$ cat config.mk
export PLATFORM = sky130hd
export DESIGN_NAME = tseh_core
export DESIGN_NICKNAME = d
export VERILOG_FILES = /design/src/design/tseh_core.v /design/src/design/tseh_wdog.v
export VERILOG_INCLUDE_DIRS = /design/src /design/src/inc
export SDC_FILE = /design/constraint.sdc
export NUM_CORES = 1
export LEC_CHECK = 0
export BUFFER_PORTS_ARGS = -buffer_cell sky130_fd_sc_hd__buf_2
export CORE_MARGIN = 2
export CORE_UTILIZATION = 52
export CTS_BUF_LIST = sky130_fd_sc_hd__clkbuf_4 sky130_fd_sc_hd__clkbuf_8
export DETAILED_ROUTE_END_ITERATION = 16
export PLACE_DENSITY = 0.79
export SLEW_MARGIN = 5
export SYNTH_ARGS = -nofsm -noshare
export SYNTH_HDL_FRONTEND = slang
export SYNTH_SLANG_ARGS = --single-unit
$ cat constraint.sdc
create_clock -name sys_clk -period 5.45 [get_ports sys_clk]
set_input_delay 0.8175 -clock sys_clk [delete_from_list [all_inputs] [get_ports sys_clk]]
set_output_delay 0.8175 -clock sys_clk [all_outputs]
set_load 0.005 [all_outputs]
$ cat src/inc/tseh_regs.vh
// Constants for the task state and detected error handler.
`ifndef TSEH_REGS_VH
`define TSEH_REGS_VH
// ----------------------------------------------------------------
// Task indices, in fixed priority order
// ----------------------------------------------------------------
`define TSEH_TASK_TOP       3'h0
`define TSEH_TASK_SAFE      3'h1
`define TSEH_TASK_MAIN      3'h2
`define TSEH_TASK_BG0       3'h3
`define TSEH_TASK_BG1       3'h4
`define TSEH_NTASK          5
// ----------------------------------------------------------------
// Group states
// ----------------------------------------------------------------
`define TSEH_GRP_STOP       2'h0
`define TSEH_GRP_RUN        2'h1
`define TSEH_GRP_HALT       2'h2
`define TSEH_GRP_ERROR      2'h3
// ----------------------------------------------------------------
// Controller states
// ----------------------------------------------------------------
`define TSEH_PAC_NORMAL     3'h0
`define TSEH_PAC_WAIT       3'h1
`define TSEH_PAC_ERROR      3'h2
`define TSEH_PAC_FWLOAD     3'h3
`define TSEH_PAC_START      3'h4
// ----------------------------------------------------------------
// Combined status messages
// ----------------------------------------------------------------
`define TSEH_MSG_STOP       3'h0
`define TSEH_MSG_RUN        3'h1
`define TSEH_MSG_SAFE_HALT  3'h2
`define TSEH_MSG_PROC_FRZ   3'h3
`define TSEH_MSG_HALT       3'h4
`define TSEH_MSG_ERROR      3'h5
// ----------------------------------------------------------------
// Event log codes
// ----------------------------------------------------------------
`define TSEH_LOG_RUN        2'h1
`define TSEH_LOG_STOP       2'h2
// ----------------------------------------------------------------
// Timing
// ----------------------------------------------------------------
`define TSEH_CLK_PERIOD_NS  8
`define TSEH_TICK_TIME_MS   1
`define TSEH_TICK_CYCLES    (`TSEH_TICK_TIME_MS * 1000000 / `TSEH_CLK_PERIOD_NS)
`define TSEH_LIMIT_W        17
`endif

$ cat src/design/tseh_core.v
// Operating state and detected error handling for the process and protection task groups.
`timescale 1ns/100ps
`include "tseh_regs.vh"
module tseh_core #(
  parameter TICK_CYCLES = `TSEH_TICK_CYCLES
) (
  // Clock and reset
  input  wire        sys_clk,
  input  wire        rst,
  // Commands and configuration
  input  wire        runCmd,
  input  wire        stopCmd,
  input  wire        autoStart,
  input  wire        appValid,
  input  wire        maintMode,
  input  wire        safeHoldSel,
  // Watchdog limits in milliseconds
  input  wire [15:0] wdLimitTop,
  input  wire [15:0] wdLimitSafe,
  input  wire [15:0] wdLimitMain,
  input  wire [15:0] wdLimitBg0,
  input  wire [15:0] wdLimitBg1,
  // Task scheduling
  input  wire [4:0]  taskReq,
  input  wire [4:0]  taskActive,
  output reg  [4:0]  taskGrant,
  // Dual execution results of the protection task
  input  wire        safeResultValid,
  input  wire [31:0] safeResultA,
  input  wire [31:0] safeResultB,
  // Fault inputs from logic
  input  wire        internalErr,
  // Pins from outside the clock domain
  input  wire        powerDownPin,
  input  wire        powerOkPin,
  input  wire        reserveFullPin,
  input  wire        fwLoadMainPin,
  input  wire        fwLoadCoprocPin,
  // Per-task control
  output wire [4:0]  inSample,
  output wire [4:0]  execEn,
  output wire [4:0]  outUpdate,
  output wire [4:0]  outFallback,
  output wire        safeOutHold,
  output wire        safeOutFallback,
  // Status
  output reg  [1:0]  procState,
  output reg  [1:0]  safeState,
  output reg  [2:0]  pacState,
  output reg  [2:0]  statusMsg,
  output reg         safetyTrip,
  output reg         saveData,
  output reg         logValid,
  output reg  [1:0]  logCode
);
  // ----------------------------------------------------------------
  // Pin synchronisers
  // ----------------------------------------------------------------
  reg  [4:0] pinMeta_reg;
  reg  [4:0] pinSync_reg;
  wire       powerDown;
  wire       powerBack;
  wire       fwLoad;

  always @(posedge sys_clk) begin
    if (rst) begin
      pinMeta_reg <= 5'h00;
      pinSync_reg <= 5'h00;
    end else begin
      pinMeta_reg <= {fwLoadCoprocPin, fwLoadMainPin, reserveFullPin, powerOkPin, powerDownPin};
      pinSync_reg <= pinMeta_reg;
    end
  end

  assign powerDown = pinSync_reg[0];
  assign powerBack = pinSync_reg[1] & pinSync_reg[2];
  assign fwLoad    = pinSync_reg[3] | pinSync_reg[4];

  // ----------------------------------------------------------------
  // Millisecond tick divider
  // ----------------------------------------------------------------
  reg  [23:0] tickCnt_reg;
  wire        tick;

  assign tick = (tickCnt_reg == TICK_CYCLES[23:0] - 24'h000001);

  always @(posedge sys_clk) begin
    if (rst || tick) begin
      tickCnt_reg <= 24'h000000;
    end else begin
      tickCnt_reg <= tickCnt_reg + 24'h000001;
    end
  end

  // ----------------------------------------------------------------
  // Fixed priority arbiter
  // ----------------------------------------------------------------
  wire procRunning;
  wire safeRunning;
  wire [4:0] runMask;

  assign procRunning = (pacState == `TSEH_PAC_NORMAL) && (procState == `TSEH_GRP_RUN);
  assign safeRunning = (pacState == `TSEH_PAC_NORMAL) && (safeState == `TSEH_GRP_RUN);
  assign runMask     = {procRunning, procRunning, procRunning, safeRunning, procRunning};

  always @* begin
    taskGrant = 5'h00;
    if (taskReq[0] && runMask[0]) begin
      taskGrant = 5'h01;
    end else if (taskReq[1] && runMask[1]) begin
      taskGrant = 5'h02;
    end else if (taskReq[2] && runMask[2]) begin
      taskGrant = 5'h04;
    end else if (taskReq[3] && runMask[3]) begin
      taskGrant = 5'h08;
    end else if (taskReq[4] && runMask[4]) begin
      taskGrant = 5'h10;
    end
  end

  // ----------------------------------------------------------------
  // Task watchdogs
  // ----------------------------------------------------------------
  wire [16:0] limits [0:4];
  wire [4:0]  wdOver;
  wire [16:0] safetyLimit;
  wire        safetyOver;
  reg         safeSeen_reg;
  genvar i;

  assign limits[0] = {1'b0, wdLimitTop};
  assign limits[1] = {1'b0, wdLimitSafe};
  assign limits[2] = {1'b0, wdLimitMain};
  assign limits[3] = {1'b0, wdLimitBg0};
  assign limits[4] = {1'b0, wdLimitBg1};

  generate
    for (i = 0; i < `TSEH_NTASK; i = i + 1) begin : gWdog
      // The count runs on while a busy task is preempted.
      tseh_wdog uWdog (
        .sys_clk (sys_clk),
        .rst     (rst),
        .tick    (tick),
        .active  (taskActive[i]),
        .armed   (runMask[i]),
        .limit   (limits[i]),
        .overrun (wdOver[i])
      );
    end
  endgenerate

  assign safetyLimit = {1'b0, wdLimitSafe} + {2'b00, wdLimitSafe[15:1]};

  // Safety watchdog spans protection task activity from the first start onward.
  tseh_wdog uSafetyWdog (
    .sys_clk (sys_clk),
    .rst     (rst),
    .tick    (tick),
    .active  (taskActive[`TSEH_TASK_SAFE]),
    .armed   (safeSeen_reg),
    .limit   (safetyLimit),
    .overrun (safetyOver)
  );

  always @(posedge sys_clk) begin
    if (rst) begin
      safeSeen_reg <= 1'b0;
    end else begin
      safeSeen_reg <= safeSeen_reg | safeRunning;
    end
  end

  // ----------------------------------------------------------------
  // Error classification
  // ----------------------------------------------------------------
  wire procWdErr;
  wire safeMismatch;
  wire fatalErr;

  assign procWdErr    = wdOver[0] | wdOver[2] | wdOver[3] | wdOver[4];
  assign safeMismatch = safeRunning && safeResultValid && !maintMode
                        && (safeResultA != safeResultB);
  assign fatalErr     = safetyOver | internalErr;

  // ----------------------------------------------------------------
  // State machine
  // ----------------------------------------------------------------
  reg [1:0] procSaved_reg;
  reg [1:0] procNext;
  reg [1:0] safeNext;
  reg [2:0] pacNext;

  always @* begin
    procNext = procState;
    safeNext = safeState;
    pacNext  = pacState;
    case (pacState)
      `TSEH_PAC_START: begin
        pacNext = `TSEH_PAC_NORMAL;
        if (autoStart && appValid) begin
          procNext = `TSEH_GRP_RUN;
          safeNext = `TSEH_GRP_RUN;
        end
      end
      `TSEH_PAC_NORMAL: begin
        if (fatalErr) begin
          pacNext  = `TSEH_PAC_ERROR;
          procNext = `TSEH_GRP_ERROR;
          safeNext = `TSEH_GRP_ERROR;
        end else if (powerDown) begin
          pacNext = `TSEH_PAC_WAIT;
        end else if (fwLoad) begin
          pacNext = `TSEH_PAC_FWLOAD;
        end else if (stopCmd) begin
          procNext = `TSEH_GRP_STOP;
          safeNext = `TSEH_GRP_STOP;
        end else if (runCmd && appValid) begin
          procNext = `TSEH_GRP_RUN;
          safeNext = `TSEH_GRP_RUN;
        end else begin
          if (procRunning && procWdErr) begin
            procNext = `TSEH_GRP_HALT;
          end
          if (safeRunning && (wdOver[1] || safeMismatch)) begin
            safeNext = `TSEH_GRP_HALT;
          end
        end
      end
      `TSEH_PAC_WAIT: begin
        if (!powerDown && powerBack) begin
          pacNext  = `TSEH_PAC_NORMAL;
          procNext = (procSaved_reg == `TSEH_GRP_HALT) ? `TSEH_GRP_STOP : procSaved_reg;
          safeNext = (autoStart && appValid) ? `TSEH_GRP_RUN : `TSEH_GRP_STOP;
        end
      end
      `TSEH_PAC_FWLOAD: begin
        procNext = `TSEH_GRP_STOP;
        safeNext = `TSEH_GRP_STOP;
        if (!fwLoad) begin
          pacNext = `TSEH_PAC_NORMAL;
        end
      end
      `TSEH_PAC_ERROR: begin
        pacNext = `TSEH_PAC_ERROR;
      end
      default: begin
        pacNext  = `TSEH_PAC_ERROR;
        procNext = `TSEH_GRP_ERROR;
        safeNext = `TSEH_GRP_ERROR;
      end
    endcase
  end

  always @(posedge sys_clk) begin
    if (rst) begin
      pacState      <= `TSEH_PAC_START;
      procState     <= `TSEH_GRP_STOP;
      safeState     <= `TSEH_GRP_STOP;
      procSaved_reg <= `TSEH_GRP_STOP;
      saveData      <= 1'b0;
      safetyTrip    <= 1'b0;
      logValid      <= 1'b0;
      logCode       <= 2'h0;
    end else begin
      pacState   <= pacNext;
      procState  <= procNext;
      safeState  <= safeNext;
      saveData   <= (pacState == `TSEH_PAC_NORMAL) && (pacNext == `TSEH_PAC_WAIT);
      safetyTrip <= (pacNext == `TSEH_PAC_ERROR);
      if (pacNext == `TSEH_PAC_WAIT && pacState == `TSEH_PAC_NORMAL) begin
        procSaved_reg <= procState;
      end
      logValid <= (pacState == `TSEH_PAC_NORMAL) && !fatalErr && !powerDown && !fwLoad
                  && (stopCmd || (runCmd && appValid));
      logCode  <= stopCmd ? `TSEH_LOG_STOP : `TSEH_LOG_RUN;
    end
  end

  // ----------------------------------------------------------------
  // Combined status message
  // ----------------------------------------------------------------
  always @(posedge sys_clk) begin
    if (rst) begin
      statusMsg <= `TSEH_MSG_STOP;
    end else if (procNext == `TSEH_GRP_ERROR) begin
      statusMsg <= `TSEH_MSG_ERROR;
    end else if (procNext == `TSEH_GRP_HALT) begin
      statusMsg <= (safeNext == `TSEH_GRP_HALT) ? `TSEH_MSG_HALT
                                                : `TSEH_MSG_PROC_FRZ;
    end else if (safeNext == `TSEH_GRP_HALT) begin
      statusMsg <= `TSEH_MSG_SAFE_HALT;
    end else if (procNext == `TSEH_GRP_STOP && safeNext == `TSEH_GRP_STOP) begin
      statusMsg <= `TSEH_MSG_STOP;
    end else begin
      statusMsg <= `TSEH_MSG_RUN;
    end
  end

  // ----------------------------------------------------------------
  // Per-task input, execution and output control
  // ----------------------------------------------------------------
  wire safeDown;

  // Inputs are sampled in run, stop and halt alike, but only while the controller is in the normal state.
  assign inSample        = (pacState == `TSEH_PAC_NORMAL) ? 5'h1F : 5'h00;
  assign execEn          = taskGrant & runMask;
  assign outUpdate       = runMask;
  assign outFallback     = ~runMask;
  assign safeDown        = (safeState == `TSEH_GRP_HALT) || (safeState == `TSEH_GRP_ERROR);
  assign safeOutHold     = safeDown && safeHoldSel;
  assign safeOutFallback = !safeRunning && !safeOutHold;
endmodule // tseh_core

$ cat src/design/tseh_wdog.v
// Watchdog counter for one task, counting millisecond ticks while the task is busy.
`timescale 1ns/100ps
module tseh_wdog (
  // Clock and reset
  input  wire        sys_clk,
  input  wire        rst,
  // Control
  input  wire        tick,
  input  wire        active,
  input  wire        armed,
  input  wire [16:0] limit,
  // Result
  output wire        overrun
);
  reg  [16:0] count_reg;
  reg         fired_reg;
  wire        hit;

  assign hit     = active && armed && !fired_reg && (count_reg >= limit);
  assign overrun = hit;

  always @(posedge sys_clk) begin
    if (rst || !active || !armed) begin
      count_reg <= 17'h00000;
      fired_reg <= 1'b0;
    end else begin
      if (tick && (count_reg != 17'h1FFFF)) begin
        count_reg <= count_reg + 17'h00001;
      end
      if (hit) begin
        fired_reg <= 1'b1;
      end
    end
  end
endmodule // tseh_wdog

==> out/metrics.csv <==
metric,value,unit
Worst Hold Class,register to register,
clk root buf,clkbuf_8,
HPWL after detailed placement,19.3,mm
syn avg cell area,8.27,um2
status,completed,
IO Count,211,
worst skew pair latency,0.45,ns
Hold Path Sink,pinSync_reg[2],
CP dominant cell by count,ha_1,
final antenna diode count,0,
crit path time final,5.16,ns
RSZ-0062 raised after global routing,no,
crit path buf inv count,1,
crit-path max FO,6,
post-CTS setup buffer count,0,
critical path class,primary input to register,
power per cell area,209,mW/mm2
#FFs+latches synth,160,
Synth cell types,67,
initial antenna violation count,0,
CTS tree,done,
r2r setup slk,2.24,ns
Max clock buf depth,2,
Post-Route WL,24.3,mm
post-synthesis mux area share,0.0143,
GR Overflow Total,0,
H-tree depth,4,
Seq. cell area,0.00320,mm2
"Largest stage delay, worst path",0.41,ns
global-route wire length before repair,40.5,mm
layout cell share with drive strength beyond 1,0.185,
fraction of registers with async set/reset,0,
Reg2Reg Depth,12,
Required @ worst endpoint,5.80,ns
Starting Density,0.534,
Worst Path Arrival,5.51,ns
r2r endpoint,statusMsg[1],
Lkg Pwr,5.44,nW
post-synthesis simple-gate area fraction,0.243,
synthesized-area fraction occupied by adder cells,0.154,
drt pass-1 iters,5,
Final Max Slew Viols,0,
Tcrit/Tclk final,0.946,
initial drt markers,409,
Synth top area share,0.306,
Port Buffers,210,
max reg flops,85,
post-synthesis cell area,0.0105,mm2
Critical Path Start Type,primary input,
Synth Net Count,1563,
slew margin rel.,0.412,
multi-input logic area,0.00676,mm2
core area,0.0196,mm2
largest net degree at the start of global routing,33,
final net count,1768,
"antenna viol nets, final",0,
complex-gate fraction of the synthesized area,0.111,
fillcell total,1737,
vias per std cell,5.32,
vias in the first global route,8936,
setup tns final,0,ns
Tot GR Track Use,0.226,
CTS Hold Bufs,0,
slew at the pin closest to its max-slew limit,0.882,ns
Yosys warning count,0,
worst clock skew,0.0197,ns
Die H,146,um
Main synth FF type,dfxtp_1,
Clock Sink Count,160,
Die X,146,um
"most common cell after layout, fill and taps aside",buf_2,
max capacitance violation total,0,
"EDFF count, synth",0,
gpl congestion,0.858,
Max Clk Rate,194,MHz
Post-Syn Instances,1266,
HP Start,pinMeta_reg[2],
std cell rows,51,
most frequent cells in the layout,"buf_2 (210), nor2_1 (164), dfxtp_1 (160), ha_1 (127), inv_1 (97)",
synth top area cells,"dfxtp_1 (31%), ha_1 (15%), xor2_1 (6.9%)",
largest family of logic cells by synthesized area,simple AND/OR/NAND/NOR gates,
CP Capture Type,register,
TritonCTS Buffers,17,
Area Growth Syn to Fin,16.4,%
cells along the critical path,"buf_2, ha_1, fa_1, a21o_1, a21oi_1, o21bai_1, a21oi_1, o21ai_0, a2111o_1, a31o_2, a21o_1, xor2_1, ha_1, and3_1, o211ai_1, o2111ai_2, o311ai_4, o31a_1, a22oi_1, and2_1, nor2b_1, ha_1, and3b_1",
detailed-route DRC error count,0,
Synth Area in XOR/XNOR,0.121,
vias,9310,
r2r startpoint,gWdog[0].uWdog.count_reg[14],
wire length per cell,13.9,um
slowest CP cell,fa_1,
maximum vdd ir drop,0.168,mV
CTS resizes,0,
final setup fails,0,
Hold Path Depth,1,
setup slack after layout,0.293,ns
die area,0.0213,mm2
post-synth top area cell,dfxtp_1,
Worst path top cell family by delay,compound AO/OA/AOI/OAI gates,
Clock transition at path regs,0.09,ns
sequential fraction of the synthesis area,0.306,
pre-CTS WS,-0.270,ns
"Hold Vio Cnt, Final",0,
[metrics by stage]
stage / power (mW) / hold slack [ns] / std cells / instance area (um2) / util
finish: 2.55 / 0.439 / 1749 / 12200 / 0.622
CTS: 2.56 / 0.444 / 1749 / 12200 / 0.621
detailed placement: 1.63 / 0.422 / 1717 / 11700 / 0.599
global route: 2.66 / 0.460 / 1749 / 12200 / 0.622
global placement: 1.62 / 0.417 / 1717 / 11700 / 0.599
floorplan: 1.47 / 0.413 / 1266 / 10500 / -
[layer usage]
metal	up-vias	part of all wire	global-route usage
li1	4808	-	-
met4	0	0.018	0.0696
met2	222	0.48	0.397
met3	31	0.046	0.0370
met1	4249	0.46	0.283
met5	-	0	0
[synth_stat cells, types with 5 or more instances]
cell type and number:
xor2_1 83, buf_4 13, mux2i_1 15, nand4_1 48, nor3_1 16, nor4_1 11
and3_1 31, xnor2_1 62, nand2_1 88, nor2_1 164, a21o_1 12, o21bai_1 7
o21ai_0 39, clkbuf_1 17, inv_1 97, a21oi_1 57, nand2b_1 11, or3_1 15
ha_1 127, nand3_1 59, nor2_2 5, and2_1 9, a211oi_1 16, dfxtp_1 160
nor2b_1 25, or2_2 5
[report_power, final]
group / internal [mW] / switching, mW / total, mW / leakage [nW]
logic: 0.194 / 0.202 / 0.396 / 3.94
registers: 1.19 / 0.0224 / 1.21 / 1.29
clock network: 0.472 / 0.468 / 0.941 / 0.212
[worst max path at each step]
stage / cells after the start / from / slack [ns] / endpoint
after floorplan: 19 / wdLimitSafe[0] / 0.15 / statusMsg[1]
after global placement: 20 / wdLimitSafe[1] / -0.11 / statusMsg[1]
after detailed placement: 20 / wdLimitSafe[1] / -0.27 / statusMsg[1]
after CTS: 20 / wdLimitSafe[1] / 0.20 / statusMsg[1]
after global routing: 23 / wdLimitSafe[1] / 0.008 / statusMsg[1]
final: 23 / wdLimitSafe[1] / 0.29 / statusMsg[1]
[worst reg2reg max path, delay by kind of cell (launching register included)]
family	cells	cell delay [ns]
adders and majority gates	2	0.52
AOI/OAI and AO/OA	6	1.52
DFF	1	0.40
and+or+nand+nor	4	0.67
[cells by family after synthesis]
kind of cell	Yosys count
and+or+nand+nor	510
adders and majority gates	128
AOI/OAI and AO/OA	179
buffers and inverters	129
DFF	160
muxes	15
xor gates and xnor gates	145
[area by class of cell]
type	count	area share
Clock buffer	18	0.0203
Clock inverter	14	0.0144
Inverter	98	0.0302
Multi-Input combinational cell	977	0.554
Sequential cell	160	0.263
Tap cell	265	0.0272
Timing Repair Buffer	217	0.0906
No activity file was read; power rests on OpenSTA's default activity.
